--- src/logic/watch_timer_pkg.sv ---
// Package with register map, field layout and bus carrier for the watch timer.
//
// Overview of operation
// RQ1 - Prescaler mode register: 8 bits, resets 00H.
// RQ2 - Software configures prescaler mode before enabling.
// RQ3 - Software programs registers for 32.768 kHz.
// RQ4 - Compare register: 8 bits, byte access, 00H.
// RQ5 - Derived clock is source over 2N, 00H=256.
// RQ6 - Software sets prescaler before the mode register.
// RQ7 - Mode register: 8 bits, bits 1:0 controls.
// RQ8 - Mode register resets 00H, counter stopped.
// RQ9 - Bits 7:4 pick interval; bit 7 picks source.
// RQ10 - Bits 3:2 pick watch-flag period.
// RQ11 - Bit 1 starts 5-bit counter, else cleared.
// RQ12 - Bit 0 enables; clear stops and clears both.
// RQ13 - Software changes bits 7:2 only when stopped.
// RQ14 - Interval request each time the interval elapses.
// RQ15 - Watch request each time the flag period elapses.
// RQ16 - Requests are single-cycle pulses on the tap transition.
package watch_timer_pkg;

    // Word indices; the byte address is four times the index.
    localparam logic [29:0] IDX_PRESCALER_MODE = 30'h0ffff8b0;
    localparam logic [29:0] IDX_PRESCALER_COMPARE = 30'h0ffff8b1;
    localparam logic [29:0] IDX_WATCH_MODE = 30'h0ffff8b2;
    localparam logic [29:0] IDX_IRQ_STATUS = 30'h0ffff8b4;
    localparam logic [29:0] IDX_IRQ_MASK = 30'h0ffff8b5;

    // Reset values of all registers.
    localparam logic [7:0] RST_PRESCALER_MODE = 8'h00;
    localparam logic [7:0] RST_PRESCALER_COMPARE = 8'h00;
    localparam logic [7:0] RST_WATCH_MODE = 8'h00;
    localparam logic [1:0] RST_IRQ = 2'h0;

    // Prescaler mode register fields.
    localparam int POS_DERIVED_CLOCK_ENABLE = 7;
    localparam int POS_SRC_DIV_LO = 0;

    // Watch mode register fields.
    localparam int POS_WATCH_RUN_ENABLE = 0;
    localparam int POS_COUNTER5_START = 1;
    localparam int POS_FLAG_PERIOD_SEL_LO = 2;
    localparam int POS_FLAG_PERIOD_SEL_HI = 3;
    localparam int POS_INTERVAL_SEL_0 = 4;
    localparam int POS_SOURCE_AND_INTERVAL_SEL = 7;

    // Interrupt status and mask fields.
    localparam int POS_IRQ_WATCH = 0;
    localparam int POS_IRQ_INTERVAL = 1;

    // Smallest interval tap exponent of the 11-bit prescaler.
    localparam int INTERVAL_TAP_BASE = 4;

    // One Wishbone request as seen by the slave.
    typedef struct packed {
        logic cyc;
        logic stb;
        logic we;
        logic [31:0] adr;
        logic [3:0] sel;
        logic [31:0] dat;
    } wb_req_s;

endpackage

--- src/logic/watch_timer.sv ---
// Watch timer and interval timer with a classic Wishbone register slave.
`timescale 1ns/1ps
`default_nettype none
module watch_timer
    import watch_timer_pkg::*;
(
    // Clock and synchronous reset.
    input wire logic CLK,
    input wire logic SRST,
    // Wishbone slave.
    input wire logic CYC_I,
    input wire logic STB_I,
    input wire logic WE_I,
    input wire logic [31:0] ADR_I,
    input wire logic [3:0] SEL_I,
    input wire logic [31:0] DAT_I,
    output logic [31:0] DAT_O,
    output logic ACK_O,
    // Subclock pin from outside.
    input wire logic SUBCLK_IN,
    // Interrupt outputs.
    output logic IRQ,
    output logic WATCH_IRQ,
    output logic INTERVAL_IRQ
);

    // Bundled bus request.
    wb_req_s req;
    // Registers seen by software.
    logic [7:0] prescaler_mode_reg_q;
    logic [7:0] prescaler_compare_q;
    logic [7:0] watch_mode_control_q;
    logic [1:0] irq_status_q;
    logic [1:0] irq_mask_q;
    // Write strobe for the low byte lane.
    logic wr_lo;
    // Subclock synchroniser and filtered level.
    logic sub_s1_q, sub_s2_q, sub_s3_q, sub_lvl_q;
    logic sub_tick;
    // Derived clock generator state.
    logic [2:0] pre3_q;
    logic [2:0] div_mask;
    logic src_tick;
    logic [7:0] cnt8_q;
    logic [7:0] n_minus1;
    logic half_q;
    logic brg_tick_q;
    // Watch clock tick and counters.
    logic fw_tick;
    logic [10:0] presc_q;
    logic [10:0] int_mask;
    logic int_hit;
    logic c5_tick;
    logic [4:0] cnt5_q;
    logic watch_hit;

    // Gather the bus ports into one request.
    assign req = '{cyc: CYC_I, stb: STB_I, we: WE_I, adr: ADR_I,
                   sel: SEL_I, dat: DAT_I};

    // A write lands on the edge at which the master samples ack high,
    // so the register changes exactly when the transfer completes.
    assign wr_lo = req.cyc && req.stb && req.we && ACK_O && req.sel[0];

    // Ack answers one cycle after the request and drops the next cycle.
    always_ff @(posedge CLK) begin
        if (SRST) begin
            ACK_O <= 1'b0;
        end else begin
            ACK_O <= req.cyc && req.stb && !ACK_O;
        end
    end

    // Read data is registered; unmapped words read as zero.
    always_ff @(posedge CLK) begin
        if (SRST) begin
            DAT_O <= 32'h0;
        end else if (req.cyc && req.stb && !req.we && !ACK_O) begin
            case (req.adr[31:2])
                IDX_PRESCALER_MODE: DAT_O <= {24'h0, prescaler_mode_reg_q};
                IDX_PRESCALER_COMPARE: DAT_O <= {24'h0, prescaler_compare_q};
                IDX_WATCH_MODE: DAT_O <= {24'h0, watch_mode_control_q};
                IDX_IRQ_STATUS: DAT_O <= {30'h0, irq_status_q};
                IDX_IRQ_MASK: DAT_O <= {30'h0, irq_mask_q};
                default: DAT_O <= 32'h0;
            endcase
        end
    end

    // Prescaler mode register, byte written through lane 0.
    always_ff @(posedge CLK) begin
        if (SRST) begin
            prescaler_mode_reg_q <= RST_PRESCALER_MODE; // RQ1
        end else if (wr_lo && req.adr[31:2] == IDX_PRESCALER_MODE) begin
            prescaler_mode_reg_q <= req.dat[7:0]; // RQ1
        end
    end

    // Compare register, written only as a whole byte.
    always_ff @(posedge CLK) begin
        if (SRST) begin
            prescaler_compare_q <= RST_PRESCALER_COMPARE; // RQ4
        end else if (wr_lo && req.adr[31:2] == IDX_PRESCALER_COMPARE) begin
            prescaler_compare_q <= req.dat[7:0]; // RQ4
        end
    end

    // Watch mode register; a bit write is a read-modify-write byte.
    always_ff @(posedge CLK) begin
        if (SRST) begin
            watch_mode_control_q <= RST_WATCH_MODE; // RQ8
        end else if (wr_lo && req.adr[31:2] == IDX_WATCH_MODE) begin
            watch_mode_control_q <= req.dat[7:0]; // RQ7
        end
    end

    // Interrupt mask register.
    always_ff @(posedge CLK) begin
        if (SRST) begin
            irq_mask_q <= RST_IRQ;
        end else if (wr_lo && req.adr[31:2] == IDX_IRQ_MASK) begin
            irq_mask_q <= req.dat[1:0];
        end
    end

    // Sticky status; writing one clears, a new event wins over the clear.
    always_ff @(posedge CLK) begin
        if (SRST) begin
            irq_status_q <= RST_IRQ;
        end else begin
            irq_status_q[POS_IRQ_WATCH] <= watch_hit ||
                (irq_status_q[POS_IRQ_WATCH] &&
                 !(wr_lo && req.adr[31:2] == IDX_IRQ_STATUS &&
                   req.dat[POS_IRQ_WATCH]));
            irq_status_q[POS_IRQ_INTERVAL] <= int_hit ||
                (irq_status_q[POS_IRQ_INTERVAL] &&
                 !(wr_lo && req.adr[31:2] == IDX_IRQ_STATUS &&
                   req.dat[POS_IRQ_INTERVAL]));
        end
    end

    // Level interrupt, high while an unmasked status bit is set.
    always_ff @(posedge CLK) begin
        if (SRST) begin
            IRQ <= 1'b0;
        end else begin
            IRQ <= |(irq_status_q & irq_mask_q);
        end
    end

    // Three-stage synchroniser for the subclock pin.
    always_ff @(posedge CLK) begin
        if (SRST) begin
            sub_s1_q <= 1'b0;
            sub_s2_q <= 1'b0;
            sub_s3_q <= 1'b0;
            sub_lvl_q <= 1'b0;
        end else begin
            sub_s1_q <= SUBCLK_IN;
            sub_s2_q <= sub_s1_q;
            sub_s3_q <= sub_s2_q;
            // The level only moves once two stages agree.
            if (sub_s2_q == sub_s3_q) begin
                sub_lvl_q <= sub_s3_q;
            end
        end
    end

    // One tick on each accepted rising edge of the subclock.
    assign sub_tick = (sub_s2_q == sub_s3_q) && sub_s3_q && !sub_lvl_q;

    // Source clock is the main clock divided by two to the power m.
    assign div_mask = 3'((4'h1 << prescaler_mode_reg_q[POS_SRC_DIV_LO +: 2])
                         - 4'h1);
    assign src_tick = (pre3_q & div_mask) == div_mask;
    // Stored zero wraps to 255, so the count spans 256 ticks.
    assign n_minus1 = prescaler_compare_q - 8'h01; // RQ5

    // 3-bit prescaler runs only while the derived clock is enabled.
    always_ff @(posedge CLK) begin
        if (SRST || !prescaler_mode_reg_q[POS_DERIVED_CLOCK_ENABLE]) begin
            pre3_q <= 3'h0;
        end else begin
            pre3_q <= pre3_q + 3'h1;
        end
    end

    // 8-bit counter toggles a half period every N source ticks.
    always_ff @(posedge CLK) begin
        if (SRST || !prescaler_mode_reg_q[POS_DERIVED_CLOCK_ENABLE]) begin
            cnt8_q <= 8'h00;
            half_q <= 1'b0;
            brg_tick_q <= 1'b0;
        end else begin
            brg_tick_q <= 1'b0;
            if (src_tick) begin
                if (cnt8_q == n_minus1) begin
                    cnt8_q <= 8'h00;
                    half_q <= !half_q; // RQ5
                    // One derived-clock period per full cycle of half.
                    brg_tick_q <= !half_q; // RQ5
                end else begin
                    cnt8_q <= cnt8_q + 8'h01;
                end
            end
        end
    end

    // Watch clock is the subclock or the derived clock by bit 7.
    assign fw_tick = watch_mode_control_q[POS_SOURCE_AND_INTERVAL_SEL] ?
                     brg_tick_q : sub_tick; // RQ9

    // 11-bit prescaler counts while enabled, cleared when stopped.
    always_ff @(posedge CLK) begin
        if (SRST || !watch_mode_control_q[POS_WATCH_RUN_ENABLE]) begin
            presc_q <= 11'h000; // RQ12
        end else if (fw_tick) begin
            presc_q <= presc_q + 11'h001;
        end
    end

    // Interval period is two to the power (4 + bits 6:4).
    assign int_mask = 11'((12'h001 << (INTERVAL_TAP_BASE +
        int'(watch_mode_control_q[POS_INTERVAL_SEL_0 +: 3]))) - 12'h001);
    assign int_hit = fw_tick && watch_mode_control_q[POS_WATCH_RUN_ENABLE] &&
                     ((presc_q & int_mask) == int_mask); // RQ14

    // 5-bit counter counts fw, or fw/512 for the long periods.
    assign c5_tick = fw_tick && watch_mode_control_q[POS_WATCH_RUN_ENABLE] &&
                     (watch_mode_control_q[POS_FLAG_PERIOD_SEL_HI] ||
                      presc_q[8:0] == 9'h1ff); // RQ10
    assign watch_hit = c5_tick && watch_mode_control_q[POS_COUNTER5_START] &&
        (watch_mode_control_q[POS_FLAG_PERIOD_SEL_LO] ?
         cnt5_q[3:0] == 4'hf : cnt5_q == 5'h1f); // RQ15

    // 5-bit counter runs with bits 1:0 set, cleared otherwise.
    always_ff @(posedge CLK) begin
        if (SRST || !watch_mode_control_q[POS_WATCH_RUN_ENABLE] ||
            !watch_mode_control_q[POS_COUNTER5_START]) begin
            cnt5_q <= 5'h00; // RQ11
        end else if (c5_tick) begin
            cnt5_q <= cnt5_q + 5'h01;
        end
    end

    // Single-cycle request pulses, registered for clean outputs.
    always_ff @(posedge CLK) begin
        if (SRST) begin
            WATCH_IRQ <= 1'b0;
            INTERVAL_IRQ <= 1'b0;
        end else begin
            WATCH_IRQ <= watch_hit; // RQ16
            INTERVAL_IRQ <= int_hit; // RQ16
        end
    end

    // Helper: cycles between derived ticks under a steady setup.
    logic [12:0] gap_q;
    logic gap_ok_q;
    logic [12:0] brg_period;
    assign brg_period = 13'((prescaler_compare_q == 8'h00 ? 13'h100 :
        {5'h0, prescaler_compare_q}) <<
        ({1'b0, prescaler_mode_reg_q[POS_SRC_DIV_LO +: 2]} + 3'h1));
    always_ff @(posedge CLK) begin
        if (SRST || wr_lo ||
            !prescaler_mode_reg_q[POS_DERIVED_CLOCK_ENABLE]) begin
            gap_q <= 13'h0;
            gap_ok_q <= 1'b0;
        end else if (brg_tick_q) begin
            gap_q <= 13'h1;
            gap_ok_q <= 1'b1;
        end else if (gap_q != 13'h1fff) begin
            gap_q <= gap_q + 13'h1;
        end
    end

    // Mode register comes out of reset cleared.
    mode_reset_a: assert property (@(posedge CLK) // RQ8
        $past(SRST) |-> watch_mode_control_q == 8'h00 && cnt5_q == 5'h00)
        else $error("watch mode register not cleared by reset");

    // Prescaler mode register comes out of reset cleared.
    pmode_reset_a: assert property (@(posedge CLK) // RQ1
        $past(SRST) |-> prescaler_mode_reg_q == 8'h00)
        else $error("prescaler mode register not cleared by reset");

    // Compare register comes out of reset cleared.
    compare_reset_a: assert property (@(posedge CLK) // RQ4
        $past(SRST) |-> prescaler_compare_q == 8'h00)
        else $error("compare register not cleared by reset");

    // Derived ticks are spaced by 2N source periods.
    brg_period_a: assert property (@(posedge CLK) disable iff (SRST) // RQ5
        brg_tick_q && gap_ok_q && !$past(wr_lo) |-> gap_q == brg_period)
        else $error("derived clock period wrong");

    // Stopping clears the prescaler on the next edge.
    presc_stop_a: assert property (@(posedge CLK) disable iff (SRST) // RQ12
        !watch_mode_control_q[POS_WATCH_RUN_ENABLE] |=>
        (presc_q == 11'h000 && !INTERVAL_IRQ) ##1 !INTERVAL_IRQ)
        else $error("prescaler not cleared while stopped");

    // Without the start bit the 5-bit counter holds zero.
    cnt5_clear_a: assert property (@(posedge CLK) disable iff (SRST) // RQ11
        !watch_mode_control_q[POS_COUNTER5_START] |=> cnt5_q == 5'h00)
        else $error("5-bit counter not cleared");

    // Interval request lands on a tap boundary.
    interval_tap_a: assert property (@(posedge CLK) disable iff (SRST) // RQ14
        int_hit |=> (presc_q & $past(int_mask)) == 11'h000 && INTERVAL_IRQ)
        else $error("interval request off the selected tap");

    // Watch request lands when the low four bits of the 5-bit count wrap.
    watch_wrap_a: assert property (@(posedge CLK) disable iff (SRST) // RQ15
        watch_hit |=> WATCH_IRQ && (cnt5_q[3:0] == 4'h0))
        else $error("watch request not on counter wrap");

    // Request pulses last exactly one cycle.
    irq_pulse_a: assert property (@(posedge CLK) disable iff (SRST) // RQ16
        (WATCH_IRQ || INTERVAL_IRQ) |=> !WATCH_IRQ && !INTERVAL_IRQ)
        else $error("request pulse malformed");

    // Bus ack is a single-cycle pulse.
    ack_pulse_a: assert property (@(posedge CLK) disable iff (SRST)
        ACK_O |=> !ACK_O)
        else $error("ack held longer than one cycle");

endmodule
`default_nettype wire

--- config.mk ---
export PLATFORM = sky130hd
export DESIGN_NAME = watch_timer
export DESIGN_NICKNAME = d
export VERILOG_FILES = /design/src/logic/watch_timer_pkg.sv /design/src/logic/watch_timer.sv
export SDC_FILE = /design/constraint.sdc
export NUM_CORES = 1
export LEC_CHECK = 0
export ABC_CLOCK_PERIOD_IN_PS = 4200
export BUFFER_PORTS_ARGS = -buffer_cell sky130_fd_sc_hd__buf_2
export CAP_MARGIN = 20
export CORE_MARGIN = 2
export CORE_UTILIZATION = 35
export DETAILED_ROUTE_END_ITERATION = 16
export GPL_TIMING_DRIVEN = 0
export HOLD_SLACK_MARGIN = 0.06
export SYNTH_ARGS = -nofsm -noshare
export SYNTH_HDL_FRONTEND = slang
export SYNTH_SLANG_ARGS = --single-unit
export TNS_END_PERCENT = 50
--- constraint.sdc ---
create_clock -name CLK -period 4.2 [get_ports CLK]
set_input_delay 0.42 -clock CLK [delete_from_list [all_inputs] [get_ports CLK]]
set_output_delay 0.42 -clock CLK [all_outputs]
set_load 0.02 [all_outputs]
==> load_flow_metrics.sql <==
INSERT INTO impl_metrics (metric_group, metric, value, unit) VALUES
('outcome', 'outcome', 'finished clean', ''),
('timing', 'worst_pin_slew', '0.981', 'ns'),
('clock_tree', 'clock_path_buffers', '2', ''),
('clock_tree', 'cts_htree_levels', '3', ''),
('power', 'total_switching_power', '0.327', 'mW'),
('power', 'power.leakage', '2.04', 'nW'),
('logic_synthesis', 'synth_mux_area_share', '10.7', '%'),
('setup_path', 'critical_path_arrival', '2.74', 'ns'),
('layout', 'layout_common_cells', 'dfxtp_1, nor2_1, buf_2', ''),
('place', 'numPortBuffers', '55', ''),
('logic_synthesis', 'synth-warning-count', '0', ''),
('clock_tree', 'post-cts-setup-buffer-count', '0', ''),
('setup_path', 'critPathMaxStageDelay', '0.86', 'ns'),
('logic_synthesis', 'synth.cell_area', '0.00385', 'mm^2'),
('setup_path', 'kind_of_start_point_of_the_critical_path', 'flop', ''),
('layout', 'final_net_count', '594', ''),
('setup_path', 'worstSetupEndpointType', 'flop', ''),
('place', 'placed_area', '0.00439', 'mm^2'),
('timing', 'setup_viol', '0', ''),
('drt', 'detailedRoute.firstIterationViolations', '129', ''),
('timing', 'timing_hold_violations_final', '0', ''),
('logic_synthesis', 'syn_avg_cell_area', '9.13', 'um^2'),
('die', 'core_footprint', '0.0108', 'mm^2'),
('logic_synthesis', 'yosys.area_share.xor_xnor', '6.95', '%'),
('layout', 'finalInstanceArea', '0.00460', 'mm^2'),
('clock_tree', 'cts_made_buffers', '9', ''),
('die', 'floorplan.die_area', '0.0119', 'mm^2'),
('min_path', 'hold_depth', '2', ''),
('drt', 'ant_nets', '0', ''),
('layout', 'leading_cell_type_in_the_layout_fill_and_taps_excluded', 'dfxtp_1', ''),
('logic_synthesis', 'synth-compound-area-share', '9.03', '%'),
('timing', 'maxSlewHeadroom', '32.9', '%'),
('power', 'power-per-cell-area', '300', 'mW/mm^2'),
('global_route', 'maximum_number_of_pins_on_one_net_before_global_route_repair', '13', ''),
('logic_synthesis', 'async_reset_ff_share', '0', '%'),
('power', 'clock_network_fraction_of_total_power', '43.0', '%'),
('min_path', 'whs_endpoint', 'sub_s1_q$_SDFF_PP0_', ''),
('power', 'seq_power_share', '50.2', '%'),
('die', 'die_width', '109', 'um'),
('drt', 'routed-via-count', '3189', ''),
('place', 'placed_wire_length_estimate', '6700', 'um'),
('power', 'vdd_ir_drop_max', '152', 'uV'),
('job', 'timing.max_cap.violations', '0', ''),
('layout', 'area_delta_synth_final', '19.5', '%'),
('logic_synthesis', 'synth_cell_type_count', '55', ''),
('setup_path', 'r2r_cells', '7', ''),
('die', 'die-height', '109', 'um'),
('timing', 'timing.final.crit_share', '57.9', '%'),
('timing', 'finalClockSkew', '0.00882', 'ns'),
('drt', 'avgRoutedWirePerCell', '13.5', 'um'),
('die', 'floorplan.rows', '38', ''),
('clock_tree', 'clock_sink_count', '73', ''),
('power', 'p_int', '1.06', 'mW'),
('layout', 'drive_gt1_share', '22.1', '%'),
('layout', 'num_antenna_cells', '0', ''),
('clock_tree', 'clk_root_buffer_cell', 'clkbuf_8', ''),
('setup_path', 'critical_path_data_required_time', '4.51', 'ns'),
('logic_synthesis', 'post_synth_and_or_nand_nor_area_fraction', '24.8', '%'),
('setup_path', 'critical_path.reg2reg.startpoint', 'sub_s3_q$_SDFF_PP0_', ''),
('setup_path', 'path_max_fanout', '7', ''),
('power', 'comb_power_share', '6.8', '%'),
('global_route', 'grt.total_usage', '15.6', '%'),
('timing', 'fmaxAchievable', '0.411', 'GHz'),
('setup_path', 'timing.rr.end', 'irq_status_q[1]$_SDFF_PP0_', ''),
('clock_tree', 'cts-hold-fix-buffers', '0', ''),
('setup_path', 'cp_slowest_cell', 'a2111oi_0', ''),
('clock_tree', 'cts.reportedPaths.clkPinSlew', '0.08', 'ns'),
('global_route', 'antenna_violations_before_repair', '0', ''),
('global_route', 'grt_remaining_overflow', '0', ''),
('drt', 'remaining_drc_errors', '0', ''),
('timing', 'rsz0062_at_grt', 'false', '');
-- routing by layer --
metal  track usage [%]  vias up  routed length [um]
li1                  -     1601                   -
met1              19.8     1485                4170
met2              24.4       95                3970
met3              4.96        8                 617
met4              6.14        0                  91
met5                 0        -                   0
-- cell usage after synthesis (3+ instances only) --
cell       number  share of area [%]
buf_4          26                5.1
nor2b_1        13                2.1
nor4b_1         4               0.91
nand2b_1        6               0.97
nand3_1         8                1.0
dfxtp_1        73                 38
nand2_1        30                2.9
nor3_1          4               0.52
nand4_1         9                1.5
xor2_1         14                3.2
xnor2_1        14                3.2
nor4_1          4               0.65
ha_1            9                2.9
mux2i_1        39                 10
nor2_1         66                6.4
o2111ai_1       3               0.68
and3_1          5               0.81
a21oi_1         9                1.2
o21ai_0        12                1.6
clkbuf_1       12                1.2
nand4_4         3                1.7
inv_1           8               0.78
and4_1          3               0.68
a22oi_1         9                1.8
-- power by group through the flow --
stage	sequential, mW	combinational [mW]	clock (mW)
3_3_place_gp	0.710	0.0920	0
5_1_grt	0.694	0.102	0.644
6_report	0.694	0.0935	0.595
2_1_floorplan	0.711	0.0591	0
4_1_cts	0.694	0.0928	0.614
3_5_place_dp	0.710	0.0926	0
-- worst max-delay path by stage --
stage                                  startpoint                         end  slack [ns]  cells after the start
final                         sub_s3_q$_SDFF_PP0_  irq_status_q[1]$_SDFF_PP0_        1.77                      7
after global routing          sub_s3_q$_SDFF_PP0_  irq_status_q[1]$_SDFF_PP0_        1.59                      7
after CTS                     sub_s3_q$_SDFF_PP0_  irq_status_q[1]$_SDFF_PP0_        1.75                      7
after detailed placement      sub_s3_q$_SDFF_PP0_  irq_status_q[1]$_SDFF_PP0_        1.79                      7
after global placement        sub_s2_q$_SDFF_PP0_  irq_status_q[1]$_SDFF_PP0_        1.84                      7
after floorplan           presc_q[0]$_SDFFE_PP0P_      cnt5_q[3]$_SDFFE_PP0P_        2.22                      9
-- cell families after synthesis --
logic type	Yosys count
xor gates and xnor gates	29
DFF	73
muxes	41
other	1
and+or+nand+nor	172
AOI/OAI and AO/OA	48
adders and majority gates	9
buffers and inverters	49
-- flip-flops by register name (all words and copies together) (netlist names), 2 cells and up --
name and cells:
DAT_O 8, cnt5_q 5, cnt8_q 8, irq_mask_q 2, irq_status_q 2, pre3_q 3, presc_q 11, prescaler_compare_q 8
prescaler_mode_reg_q 8, watch_mode_control_q 8
-- worst max-delay path, delay by kind of cell, from the launching register on --
kind | cells | cell delay (ns)
and+or+nand+nor | 4 | 0.83
DFF | 1 | 0.34
AOI/OAI and AO/OA | 1 | 0.86
adders and majority gates | 1 | 0.15
buffers and inverters | 1 | 0.20
-- stage by stage --
| step | hold slack [ns] | util [%] | power (mW) | cells | worst slack, ns |
|---|---|---|---|---|---|
| detailed placement | 0.432 | 40.7 | 0.803 | 640 | 1.79 |
| global placement | 0.425 | 40.7 | 0.802 | 640 | 1.84 |
| CTS | 0.256 | 42.6 | 1.40 | 656 | 1.75 |
| finish | 0.271 | 42.6 | 1.38 | 656 | 1.77 |
| global route | 0.261 | 42.6 | 1.44 | 656 | 1.59 |
| floorplan | 0.414 | - | 0.770 | 445 | 2.22 |
-- area by class of cell --
type,count,area [um^2]
Multi-Input combinational cell,323,2180
Inverter,8,30.0
Timing Repair Buffer,55,275
Clock buffer,12,165
Tap cell,140,175
Fill cell,1048,6190
Clock inverter,4,48.8
Buffer,41,262
Sequential cell,73,1460
Note: power is estimated with default switching activity, not from simulation.
